**config.mk**
```make
export PLATFORM = sky130hd
export DESIGN_NAME = serial_port_control
export DESIGN_NICKNAME = d
export VERILOG_FILES = /design/src/serial_port_pkg.sv /design/src/serial_port_control.sv
export SDC_FILE = /design/constraint.sdc
export NUM_CORES = 1
export LEC_CHECK = 0
export BUFFER_PORTS_ARGS = -buffer_cell sky130_fd_sc_hd__buf_2
export CORE_UTILIZATION = 50
export DETAILED_ROUTE_END_ITERATION = 10
export GPL_ROUTABILITY_DRIVEN = 1
export PLACE_DENSITY = 0.77
export SYNTH_ARGS = -nofsm -noshare
export SYNTH_HDL_FRONTEND = slang
export SYNTH_SLANG_ARGS = --single-unit
```
**constraint.sdc**
```tcl
create_clock -name I_CLK -period 4 [get_ports I_CLK]
set_input_delay 0.4 -clock I_CLK [delete_from_list [all_inputs] [get_ports I_CLK]]
set_output_delay 0.4 -clock I_CLK [all_outputs]
set_load 0.01 [all_outputs]
```
**src/serial_port_pkg.sv**
```systemverilog
package serial_port_pkg;
  // bus widths
  localparam int ADDR_W = 8;
  localparam int DATA_W = 32;
  // register byte offsets
  localparam logic [7:0] CTRL_OFS = 8'h00;
  localparam logic [7:0] BUF_OFS = 8'h04;
  localparam logic [7:0] PWR_OFS = 8'h08;
  localparam logic [7:0] RATE_OFS = 8'h0C;
  localparam logic [7:0] ISTAT_OFS = 8'h10;
  localparam logic [7:0] IMASK_OFS = 8'h14;
  localparam logic [7:0] CSET_OFS = 8'h18;
  localparam logic [7:0] CCLR_OFS = 8'h1C;
  // serial_control_reg fields (bit 7 also frames framing_error_flag)
  localparam int MODE_LO_BIT = 7;
  localparam int MODE_HI_BIT = 6;
  localparam int MPE_BIT = 5;
  localparam int REN_BIT = 4;
  localparam int TX9_BIT = 3;
  localparam int RX9_BIT = 2;
  localparam int TXDONE_BIT = 1;
  localparam int RXDONE_BIT = 0;
  // power register fields
  localparam int DBL_BIT = 7;
  localparam int FESEL_BIT = 6;
  localparam int X2_BIT = 0;
  // interrupt status and mask fields
  localparam int IRQ_W = 3;
  localparam int IRQ_RX_BIT = 0;
  localparam int IRQ_TX_BIT = 1;
  localparam int IRQ_FE_BIT = 2;
  // reset values
  localparam logic [7:0] CTRL_RST = 8'h00;
  localparam logic [7:0] PWR_RST = 8'h00;
  localparam logic [15:0] RATE_RST = 16'h0000;
  // bit period timing, in core clocks
  localparam int PER_W = 18;
  localparam logic [PER_W-1:0] M0_DIV = 18'h0000C;
  localparam logic [PER_W-1:0] M2_DIV = 18'h00040;
  // shared frame sequencer states
  typedef enum logic [2:0] {ST_IDLE, ST_START, ST_DATA, ST_NINTH, ST_STOP} ser_state_e;
endpackage

```
**src/serial_port_control.sv**
```systemverilog
// The register addresses and the AHB-Lite slave port were decided locally.
`timescale 1ns/1ps
`default_nettype none
module serial_port_control (
  // clock and reset
  input wire logic I_CLK,
  input wire logic I_NRST,
  // ahb-lite slave
  input wire logic I_HSEL,
  input wire logic [serial_port_pkg::ADDR_W-1:0] I_HADDR,
  input wire logic [1:0] I_HTRANS,
  input wire logic I_HWRITE,
  input wire logic [2:0] I_HSIZE,
  input wire logic [serial_port_pkg::DATA_W-1:0] I_HWDATA,
  input wire logic I_HREADY,
  output logic [serial_port_pkg::DATA_W-1:0] O_HRDATA,
  output logic O_HREADYOUT,
  output logic O_HRESP,
  // interrupt
  output logic O_IRQ,
  // serial pins
  output logic O_TXD,
  input wire logic I_RXD,
  output logic O_RXD,
  output logic O_RXD_OE
);
  import serial_port_pkg::*;

  logic ap, dp_wr_reg, dp_wr_next, dp_rd_reg, dp_rd_next, hready_reg, hready_next;
  logic [7:0] dp_addr_reg, dp_addr_next;
  logic [31:0] hrdata_reg, hrdata_next, rd_mux;
  logic [7:0] ctrl_reg, ctrl_next, ctrl_view, pwr_reg, pwr_next, sw;
  logic fe_reg, fe_next, irq_reg, irq_next;
  logic [15:0] rate_reg, rate_next;
  logic [IRQ_W-1:0] istat_reg, istat_next, imask_reg, imask_next, iclr;
  logic [1:0] mode;
  logic m0, fe_sel, ren, mpe, tx_go, defer;
  logic [PER_W-1:0] period, half;
  ser_state_e tx_state_reg, tx_state_next, rx_state_reg, rx_state_next;
  logic [PER_W-1:0] tx_cnt_reg, tx_cnt_next, rx_cnt_reg, rx_cnt_next;
  logic [2:0] tx_bit_reg, tx_bit_next, rx_bit_reg, rx_bit_next;
  logic [7:0] tx_shift_reg, tx_shift_next, rx_shift_reg, rx_shift_next;
  logic [7:0] rx_data_reg, rx_data_next;
  logic txd_reg, txd_next, rxd_o_reg, rxd_o_next, rxd_oe_reg, rxd_oe_next;
  logic rxd_meta_reg, rxd_sync_reg, rxd_prev_reg, cap9_reg, cap9_next;
  logic tick, rtick, tx_done_evt, rx_done_evt, fe_evt, rx9_load, rx9_val;

  // decoded control fields
  assign mode = {ctrl_reg[MODE_LO_BIT], ctrl_reg[MODE_HI_BIT]};
  assign m0 = (mode == 2'b00);
  assign fe_sel = pwr_reg[FESEL_BIT];
  assign ren = ctrl_reg[REN_BIT];
  assign mpe = ctrl_reg[MPE_BIT];
  assign tx_go = dp_wr_reg & (dp_addr_reg == BUF_OFS);
  assign ctrl_view = {fe_sel ? fe_reg : ctrl_reg[MODE_LO_BIT], ctrl_reg[6:0]};
  assign half = period >> 1;

  // bit period per mode and speed options
  always_comb begin
    case (mode)
      2'b00: period = M0_DIV;
      2'b10: period = M2_DIV;
      default: period = {1'b0, rate_reg, 1'b0} + 18'h00002;
    endcase
    if (pwr_reg[DBL_BIT] && !m0) period = period >> 1;
    if (pwr_reg[X2_BIT]) period = period >> 1;
    if (period == 18'h00000) period = 18'h00001;
  end

  // ahb-lite phases, reads take one wait state
  always_comb begin
    ap = I_HSEL & I_HREADY & I_HTRANS[1];
    dp_wr_next = ap & I_HWRITE;
    dp_rd_next = ap & ~I_HWRITE;
    dp_addr_next = ap ? I_HADDR : dp_addr_reg;
    hready_next = ~dp_rd_next;
    case (dp_addr_reg)
      CTRL_OFS: rd_mux = {24'h000000, ctrl_view};
      BUF_OFS: rd_mux = {24'h000000, rx_data_reg};
      PWR_OFS: rd_mux = {24'h000000, pwr_reg};
      RATE_OFS: rd_mux = {16'h0000, rate_reg};
      ISTAT_OFS: rd_mux = {29'h00000000, istat_reg};
      IMASK_OFS: rd_mux = {29'h00000000, imask_reg};
      default: rd_mux = 32'h00000000;
    endcase
    hrdata_next = dp_rd_reg ? rd_mux : hrdata_reg;
  end

  always_ff @(posedge I_CLK or negedge I_NRST) begin
    if (!I_NRST) begin
      dp_wr_reg <= 1'b0;
      dp_rd_reg <= 1'b0;
      dp_addr_reg <= 8'h00;
      hready_reg <= 1'b1;
      hrdata_reg <= 32'h00000000;
    end else begin
      dp_wr_reg <= dp_wr_next;
      dp_rd_reg <= dp_rd_next;
      dp_addr_reg <= dp_addr_next;
      hready_reg <= hready_next;
      hrdata_reg <= hrdata_next;
    end
  end

  // software writes, then hardware events win
  always_comb begin
    sw = ctrl_view;
    if (dp_wr_reg && dp_addr_reg == CTRL_OFS) sw = I_HWDATA[7:0];
    if (dp_wr_reg && dp_addr_reg == CSET_OFS) sw = ctrl_view | I_HWDATA[7:0];
    if (dp_wr_reg && dp_addr_reg == CCLR_OFS) sw = ctrl_view & ~I_HWDATA[7:0];
    ctrl_next = {fe_sel ? ctrl_reg[MODE_LO_BIT] : sw[7], sw[6:0]};
    fe_next = fe_sel ? sw[7] : fe_reg;
    if (tx_done_evt) ctrl_next[TXDONE_BIT] = 1'b1;
    if (rx_done_evt) ctrl_next[RXDONE_BIT] = 1'b1;
    if (rx9_load) ctrl_next[RX9_BIT] = rx9_val;
    if (fe_evt) fe_next = 1'b1;
    pwr_next = pwr_reg;
    if (dp_wr_reg && dp_addr_reg == PWR_OFS) pwr_next = I_HWDATA[7:0];
    rate_next = rate_reg;
    if (dp_wr_reg && dp_addr_reg == RATE_OFS) rate_next = I_HWDATA[15:0];
    imask_next = imask_reg;
    if (dp_wr_reg && dp_addr_reg == IMASK_OFS) imask_next = I_HWDATA[IRQ_W-1:0];
    iclr = (dp_wr_reg && dp_addr_reg == ISTAT_OFS) ? I_HWDATA[IRQ_W-1:0] : 3'h0;
    istat_next = istat_reg & ~iclr;
    istat_next[IRQ_RX_BIT] = istat_next[IRQ_RX_BIT] | rx_done_evt;
    istat_next[IRQ_TX_BIT] = istat_next[IRQ_TX_BIT] | tx_done_evt;
    istat_next[IRQ_FE_BIT] = istat_next[IRQ_FE_BIT] | fe_evt;
    irq_next = |(istat_next & imask_next);
  end

  always_ff @(posedge I_CLK or negedge I_NRST) begin
    if (!I_NRST) begin
      ctrl_reg <= CTRL_RST;
      fe_reg <= 1'b0;
      pwr_reg <= PWR_RST;
      rate_reg <= RATE_RST;
      istat_reg <= 3'h0;
      imask_reg <= 3'h0;
      irq_reg <= 1'b0;
    end else begin
      ctrl_reg <= ctrl_next;
      fe_reg <= fe_next;
      pwr_reg <= pwr_next;
      rate_reg <= rate_next;
      istat_reg <= istat_next;
      imask_reg <= imask_next;
      irq_reg <= irq_next;
    end
  end

  // transmit sequencer and pin drive
  always_comb begin
    tx_state_next = tx_state_reg;
    tx_cnt_next = tx_cnt_reg;
    tx_bit_next = tx_bit_reg;
    tx_shift_next = tx_shift_reg;
    tx_done_evt = 1'b0;
    tick = (tx_cnt_reg == 18'h00000);
    if (tx_state_reg != ST_IDLE) tx_cnt_next = tick ? period - 18'h00001 : tx_cnt_reg - 18'h00001;
    case (tx_state_reg)
      ST_IDLE: begin
        if (tx_go) begin
          tx_shift_next = I_HWDATA[7:0];
          tx_bit_next = 3'h0;
          tx_cnt_next = period - 18'h00001;
          tx_state_next = m0 ? ST_DATA : ST_START;
        end
      end
      ST_START: if (tick) tx_state_next = ST_DATA;
      ST_DATA: begin
        if (tick) begin
          tx_shift_next = {1'b0, tx_shift_reg[7:1]};
          tx_bit_next = tx_bit_reg + 3'h1;
          if (tx_bit_reg == 3'h7) begin
            if (m0) begin
              tx_state_next = ST_IDLE;
              tx_done_evt = 1'b1;
            end else if (mode[1]) begin
              tx_state_next = ST_NINTH;
            end else begin
              tx_state_next = ST_STOP;
              tx_done_evt = 1'b1;
            end
          end
        end
      end
      ST_NINTH: begin
        if (tick) begin
          tx_state_next = ST_STOP;
          tx_done_evt = 1'b1;
        end
      end
      ST_STOP: if (tick) tx_state_next = ST_IDLE;
      default: tx_state_next = ST_IDLE;
    endcase
    txd_next = 1'b1;
    rxd_o_next = 1'b1;
    rxd_oe_next = 1'b0;
    case (tx_state_reg)
      ST_START: txd_next = 1'b0;
      ST_DATA: begin
        if (m0) begin
          txd_next = (tx_cnt_reg <= half); // shift clock, low first half
          rxd_o_next = tx_shift_reg[0];
          rxd_oe_next = 1'b1;
        end else begin
          txd_next = tx_shift_reg[0];
        end
      end
      ST_NINTH: txd_next = ctrl_reg[TX9_BIT];
      default: txd_next = 1'b1;
    endcase
    if (m0 && rx_state_reg == ST_DATA) txd_next = (rx_cnt_reg <= half);
  end

  always_ff @(posedge I_CLK or negedge I_NRST) begin
    if (!I_NRST) begin
      tx_state_reg <= ST_IDLE;
      tx_cnt_reg <= 18'h00000;
      tx_bit_reg <= 3'h0;
      tx_shift_reg <= 8'h00;
      txd_reg <= 1'b1;
      rxd_o_reg <= 1'b1;
      rxd_oe_reg <= 1'b0;
    end else begin
      tx_state_reg <= tx_state_next;
      tx_cnt_reg <= tx_cnt_next;
      tx_bit_reg <= tx_bit_next;
      tx_shift_reg <= tx_shift_next;
      txd_reg <= txd_next;
      rxd_o_reg <= rxd_o_next;
      rxd_oe_reg <= rxd_oe_next;
    end
  end

  // receive sequencer, flag and ninth-bit events
  always_comb begin
    rx_state_next = rx_state_reg;
    rx_cnt_next = rx_cnt_reg;
    rx_bit_next = rx_bit_reg;
    rx_shift_next = rx_shift_reg;
    rx_data_next = rx_data_reg;
    cap9_next = cap9_reg;
    rx_done_evt = 1'b0;
    fe_evt = 1'b0;
    rx9_load = 1'b0;
    rx9_val = cap9_reg;
    rtick = (rx_cnt_reg == 18'h00000);
    defer = fe_sel | ((mode == 2'b01) & mpe);
    if (rx_state_reg != ST_IDLE) rx_cnt_next = rtick ? period - 18'h00001 : rx_cnt_reg - 18'h00001;
    case (rx_state_reg)
      ST_IDLE: begin
        rx_bit_next = 3'h0;
        rx_cnt_next = period - 18'h00001;
        if (m0 && !ctrl_reg[RXDONE_BIT] && tx_state_reg == ST_IDLE && !tx_go) begin
          rx_state_next = ST_DATA;
        end else if (!m0 && rxd_prev_reg && !rxd_sync_reg) begin
          rx_state_next = ST_START;
          rx_cnt_next = half;
        end
      end
      ST_START: if (rtick) rx_state_next = rxd_sync_reg ? ST_IDLE : ST_DATA;
      ST_DATA: begin
        if (rtick) begin
          rx_shift_next = {rxd_sync_reg, rx_shift_reg[7:1]};
          rx_bit_next = rx_bit_reg + 3'h1;
          if (rx_bit_reg == 3'h7) begin
            if (m0) begin
              rx_state_next = ST_IDLE;
              rx_done_evt = 1'b1;
              rx_data_next = rx_shift_next;
            end else if (mode[1]) begin
              rx_state_next = ST_NINTH;
            end else begin
              rx_state_next = ST_STOP;
              rx_done_evt = ~defer;
              rx_data_next = defer ? rx_data_reg : rx_shift_next;
            end
          end
        end
      end
      ST_NINTH: begin
        if (rtick) begin
          cap9_next = rxd_sync_reg;
          rx_state_next = ST_STOP;
          if (!defer && (!mpe || rxd_sync_reg)) begin
            rx_done_evt = 1'b1;
            rx_data_next = rx_shift_reg;
            rx9_load = 1'b1;
            rx9_val = rxd_sync_reg;
          end
        end
      end
      ST_STOP: begin
        if (rtick) begin
          rx_state_next = ST_IDLE;
          fe_evt = ~rxd_sync_reg;
          if (mode == 2'b01 && !mpe) begin
            rx9_load = 1'b1;
            rx9_val = rxd_sync_reg;
          end
          if (defer && (!mpe || (mode[1] ? cap9_reg : rxd_sync_reg))) begin
            rx_done_evt = 1'b1;
            rx_data_next = rx_shift_reg;
            if (mode[1]) rx9_load = 1'b1;
          end
        end
      end
      default: rx_state_next = ST_IDLE;
    endcase
    if (!ren) rx_state_next = ST_IDLE;
  end

  always_ff @(posedge I_CLK or negedge I_NRST) begin
    if (!I_NRST) begin
      rxd_meta_reg <= 1'b1;
      rxd_sync_reg <= 1'b1;
      rxd_prev_reg <= 1'b1;
      rx_state_reg <= ST_IDLE;
      rx_cnt_reg <= 18'h00000;
      rx_bit_reg <= 3'h0;
      rx_shift_reg <= 8'h00;
      rx_data_reg <= 8'h00;
      cap9_reg <= 1'b0;
    end else begin
      rxd_meta_reg <= I_RXD;
      rxd_sync_reg <= rxd_meta_reg;
      rxd_prev_reg <= rxd_sync_reg;
      rx_state_reg <= rx_state_next;
      rx_cnt_reg <= rx_cnt_next;
      rx_bit_reg <= rx_bit_next;
      rx_shift_reg <= rx_shift_next;
      rx_data_reg <= rx_data_next;
      cap9_reg <= cap9_next;
    end
  end

  // outputs straight from flops, except the response tied to okay
  assign O_HRDATA = hrdata_reg;
  assign O_HREADYOUT = hready_reg;
  assign O_HRESP = 1'b0; // always okay
  assign O_IRQ = irq_reg;
  assign O_TXD = txd_reg;
  assign O_RXD = rxd_o_reg;
  assign O_RXD_OE = rxd_oe_reg;
endmodule // serial_port_control
`default_nettype wire

```
==> metrics.md <==
| Metric | Value |
|---|---|
| Cell taking the most area after synthesis | dfrtp_1 |
| Placed cell count | ~1500 |
| Multiplexer share of the synthesized area | approximately 7% |
| GPL Wtd Cong | between 0.9 and 1 |
| Synth cell types | 90 |
| Worst hold slack | ~29 ps |
| Initial antenna violation count | 0 |
| PD cells | ~440 mW/mm^2 |
| Synth Area per Inst | just under 9 um^2 |
| Finished Cell Area | 0.0118 mm^2 |
| WP data required | approximately 4300 ps |
| CTS HTree Levels | 4 |
| Root Buffer | clkbuf_16 |
| Violated checks | negative setup slack |
| Vias in the first global route | 8945 |
| Worst vdd ir | around 0.31 mV |
| Die area | 0.0204 mm^2 |
| Post-Syn Area | ~0.0099 mm^2 |
| DRC violations left | 0 |
| Startpoint Class | flip-flop |
| RSZ-0062 raised after global routing | true |
| Crit path max fanout | 5 |
| Clock transition at path regs | around 70 ps |
| Io pins | 89 |
| Final period util | 102% |
| Critical path class | flip-flop to flip-flop |
| Post-synth EDFFs | 0 |
| First-pass DRT Iterations | 8 |
| Drt via density | roughly 6.3 |
| Area grow syn2layout | 18.8% |
| Post-detail-place hpwl | between 20000 and 25000 um |
| Initial Util | roughly 51% |
| Seq/Total Area, Yosys | between 30% and 40% |
| First-pass GRT wire length | 45900 um |
| Most common library cells after synthesis | 140 x dfrtp_1, 115 x nand2_1, 105 x nor2_1 |
| Count leader, synth | dfrtp_1 |
| Clk buf depth | 2 |
| Pwr Total | 5.21 mW |
| Routed len/inst | about 19 um |
| Slew headroom | about two fifths |
| Clock latency on the worst-skew pair | about 430 ps |
| Async SR Flop Fraction | 100% |
| Vias | about 9500 |
| Syn Inst Count | 1133 |
| Initial DRC Count | 1110 |
| CTS buffer count | 17 |
| Outcome | complete, but fails checks |
| Final net count | around 1300 |
| Buffers on Ports | 51 |
| FF+latch count, synth | 146 |
| Ys Warns | 0 |
| Clock Skew | 12.2 ps |
| Sink Count | roughly 150 |
| Most area-consuming cells after synthesis | dfrtp_1 35%, mux2_2 5.7%, ha_1 5.3% |
| GRT Util Overall | roughly 29% |
| Number of diodes | 0 |
| Core Area | just under 0.02 mm^2 |
| Achievable Freq | about 0.25 GHz |
| Synth Area in XOR/XNOR | about 2.8% |
| Fraction of the mapped netlist area in adder cells | between 5 and 6% |
| Ys flop type | dfrtp_1 |
| R2r setup slk | -70 ps |
| TritonCTS clock tree | done |
| Post-DP Area | approximately 0.011 mm^2 |
| Largest net degree at the start of global routing | 93 |
| Die Y | around 140 um |
| Slew @ Worst Pin | 898 ps |
| Area fraction of the dominant cell type after synthesis | roughly a third |
| CP arrival | 4370 ps |
| GRT overflow | 0 |
| Final hold vios | 0 |
| Final worst slack | -70.5 ps |
| Reg2reg end | rx_cnt_reg[14] |
| Antenna viol nets, final | 0 |
| Final Non-Filler Cells | around 1500 |
| Hold_buf cts | 0 |
| Share of cells above drive strength 1 | 23.6% |
| R2R depth | 18 |
| Crit path time final | between 4000 and 5000 ps |
| Die W | 143 um |
| Final Setup Violations | 4 |
| Crit. End Element | flip-flop |
| Routed wire length | slightly below 30000 um |
| Compound-cell area share of the yosys netlist | a little over a fifth |
| Hold crit path type | input pin to async pin |
| Main combinational cell family by area after synthesis | compound AO/OA/AOI/OAI gates |
| Row count | 51 |
| Pleak | 5.08 nW |
| R2R Path Start | rate_reg[1] |
| Max-Cap Viols | 0 |
| Simple-Gate Fraction of Synth Area | 21.1% |
| Final slew viol count | 0 |
[cells in the final DEF (no fill, tap or decap), types with 12 or more instances in the layout]
cell / instances
ha_1: 40
o21ai_0: 56
nor3_1: 27
a21o_1: 20
nand3_1: 43
nor2_1: 104
nand4_1: 18
nand2b_1: 17
buf_4: 92
or3_1: 16
nand2_1: 114
xnor2_1: 12
a21oi_1: 67
conb_1: 17
inv_1: 38
dfrtp_1: 137
buf_2: 51
mux2i_1: 12
o22ai_1: 16
mux2_2: 49
o21a_1: 17
clkbuf_16: 17
[cells by family after synthesis]
| logic type | Yosys count |
|---|---|
| compound gates | 315 |
| xor+xnor | 32 |
| fa+ha+maj | 42 |
| buf+inv | 114 |
| flops | 146 |
| mux | 62 |
| other cells | 1 |
| simple gates | 421 |
[metal layers]
metal / global-route usage (%) / routed length (um)
met4: 12.8 / 1080
met5: 0 / 0
met3: 4.43 / 1840
met2: 46.7 / 13700
met1: 38.2 / 12300
[worst max-delay path: stages (launching register included)]
cell and delay (ps):
dfrtp_2 410, nand4_1 260, buf_6 230, or4_4 510, a21oi_2 190, nor2_2 60
a21oi_2 170, inv_2 60, nand4_1 110, or2_4 130, o21a_1 130, ha_2 190
nand2_2 60, a21oi_2 110, a32o_2 170, nand4_1 130, a2111o_1 470, xnor2_2 200
a222oi_1 330
[cell type report]
class                      instances  area, um^2
fill                            1653        7680
multi-input combinational        889        6040
inverter                          39         146
timing repair buffer             147        1010
sequential                       146        3660
tap                              265         332
clock buffer                      18         439
clock inverter                    14         156
[how the worst max path moves through the flow]
stage | startpoint | to | slack (ps) | cells past startpoint
6_report | rate_reg[1] | rx_cnt_reg[14] | -70 | 18
2_1_floorplan | rate_reg[0] | tx_cnt_reg[14] | 90 | 18
3_3_place_gp | rate_reg[0] | tx_cnt_reg[14] | -10 | 18
3_5_place_dp | rate_reg[1] | tx_cnt_reg[14] | -90 | 18
4_1_cts | rate_reg[1] | tx_cnt_reg[6] | 20 | 19
5_1_grt | rate_reg[1] | rx_cnt_reg[14] | -210 | 18
[report_power, final]
group	switching [mW]	total (mW)	internal (mW)
registers	0.249	1.91	1.66
clock network	0.759	1.62	0.856
logic	0.984	1.68	0.697
total	1.99	5.21	3.21
[repair_timing]
| item | in CTS | in global routing |
|---|---|---|
| endpoints found under the hold margin | 0 | 0 |
| gates cloned | 0 | 1 |
| gates resized for setup | 4 | 47 |
| pin swaps | 2 | 15 |
| buffers inserted | 1 | 4 |
| endpoints found under the setup margin | 5 | 15 |
[through the flow]
stage	utilization (%)	TNS [ps]	setup slack (ps)
finish	60.6	-205	-70.5
global route	60.6	-1260	-213
CTS	59.2	0	15.5
detailed placement	56.0	-156	-92.5
global placement	56.0	-11.5	-11.5
floorplan	-	0	90.4
(Power assumes the default switching activity.)
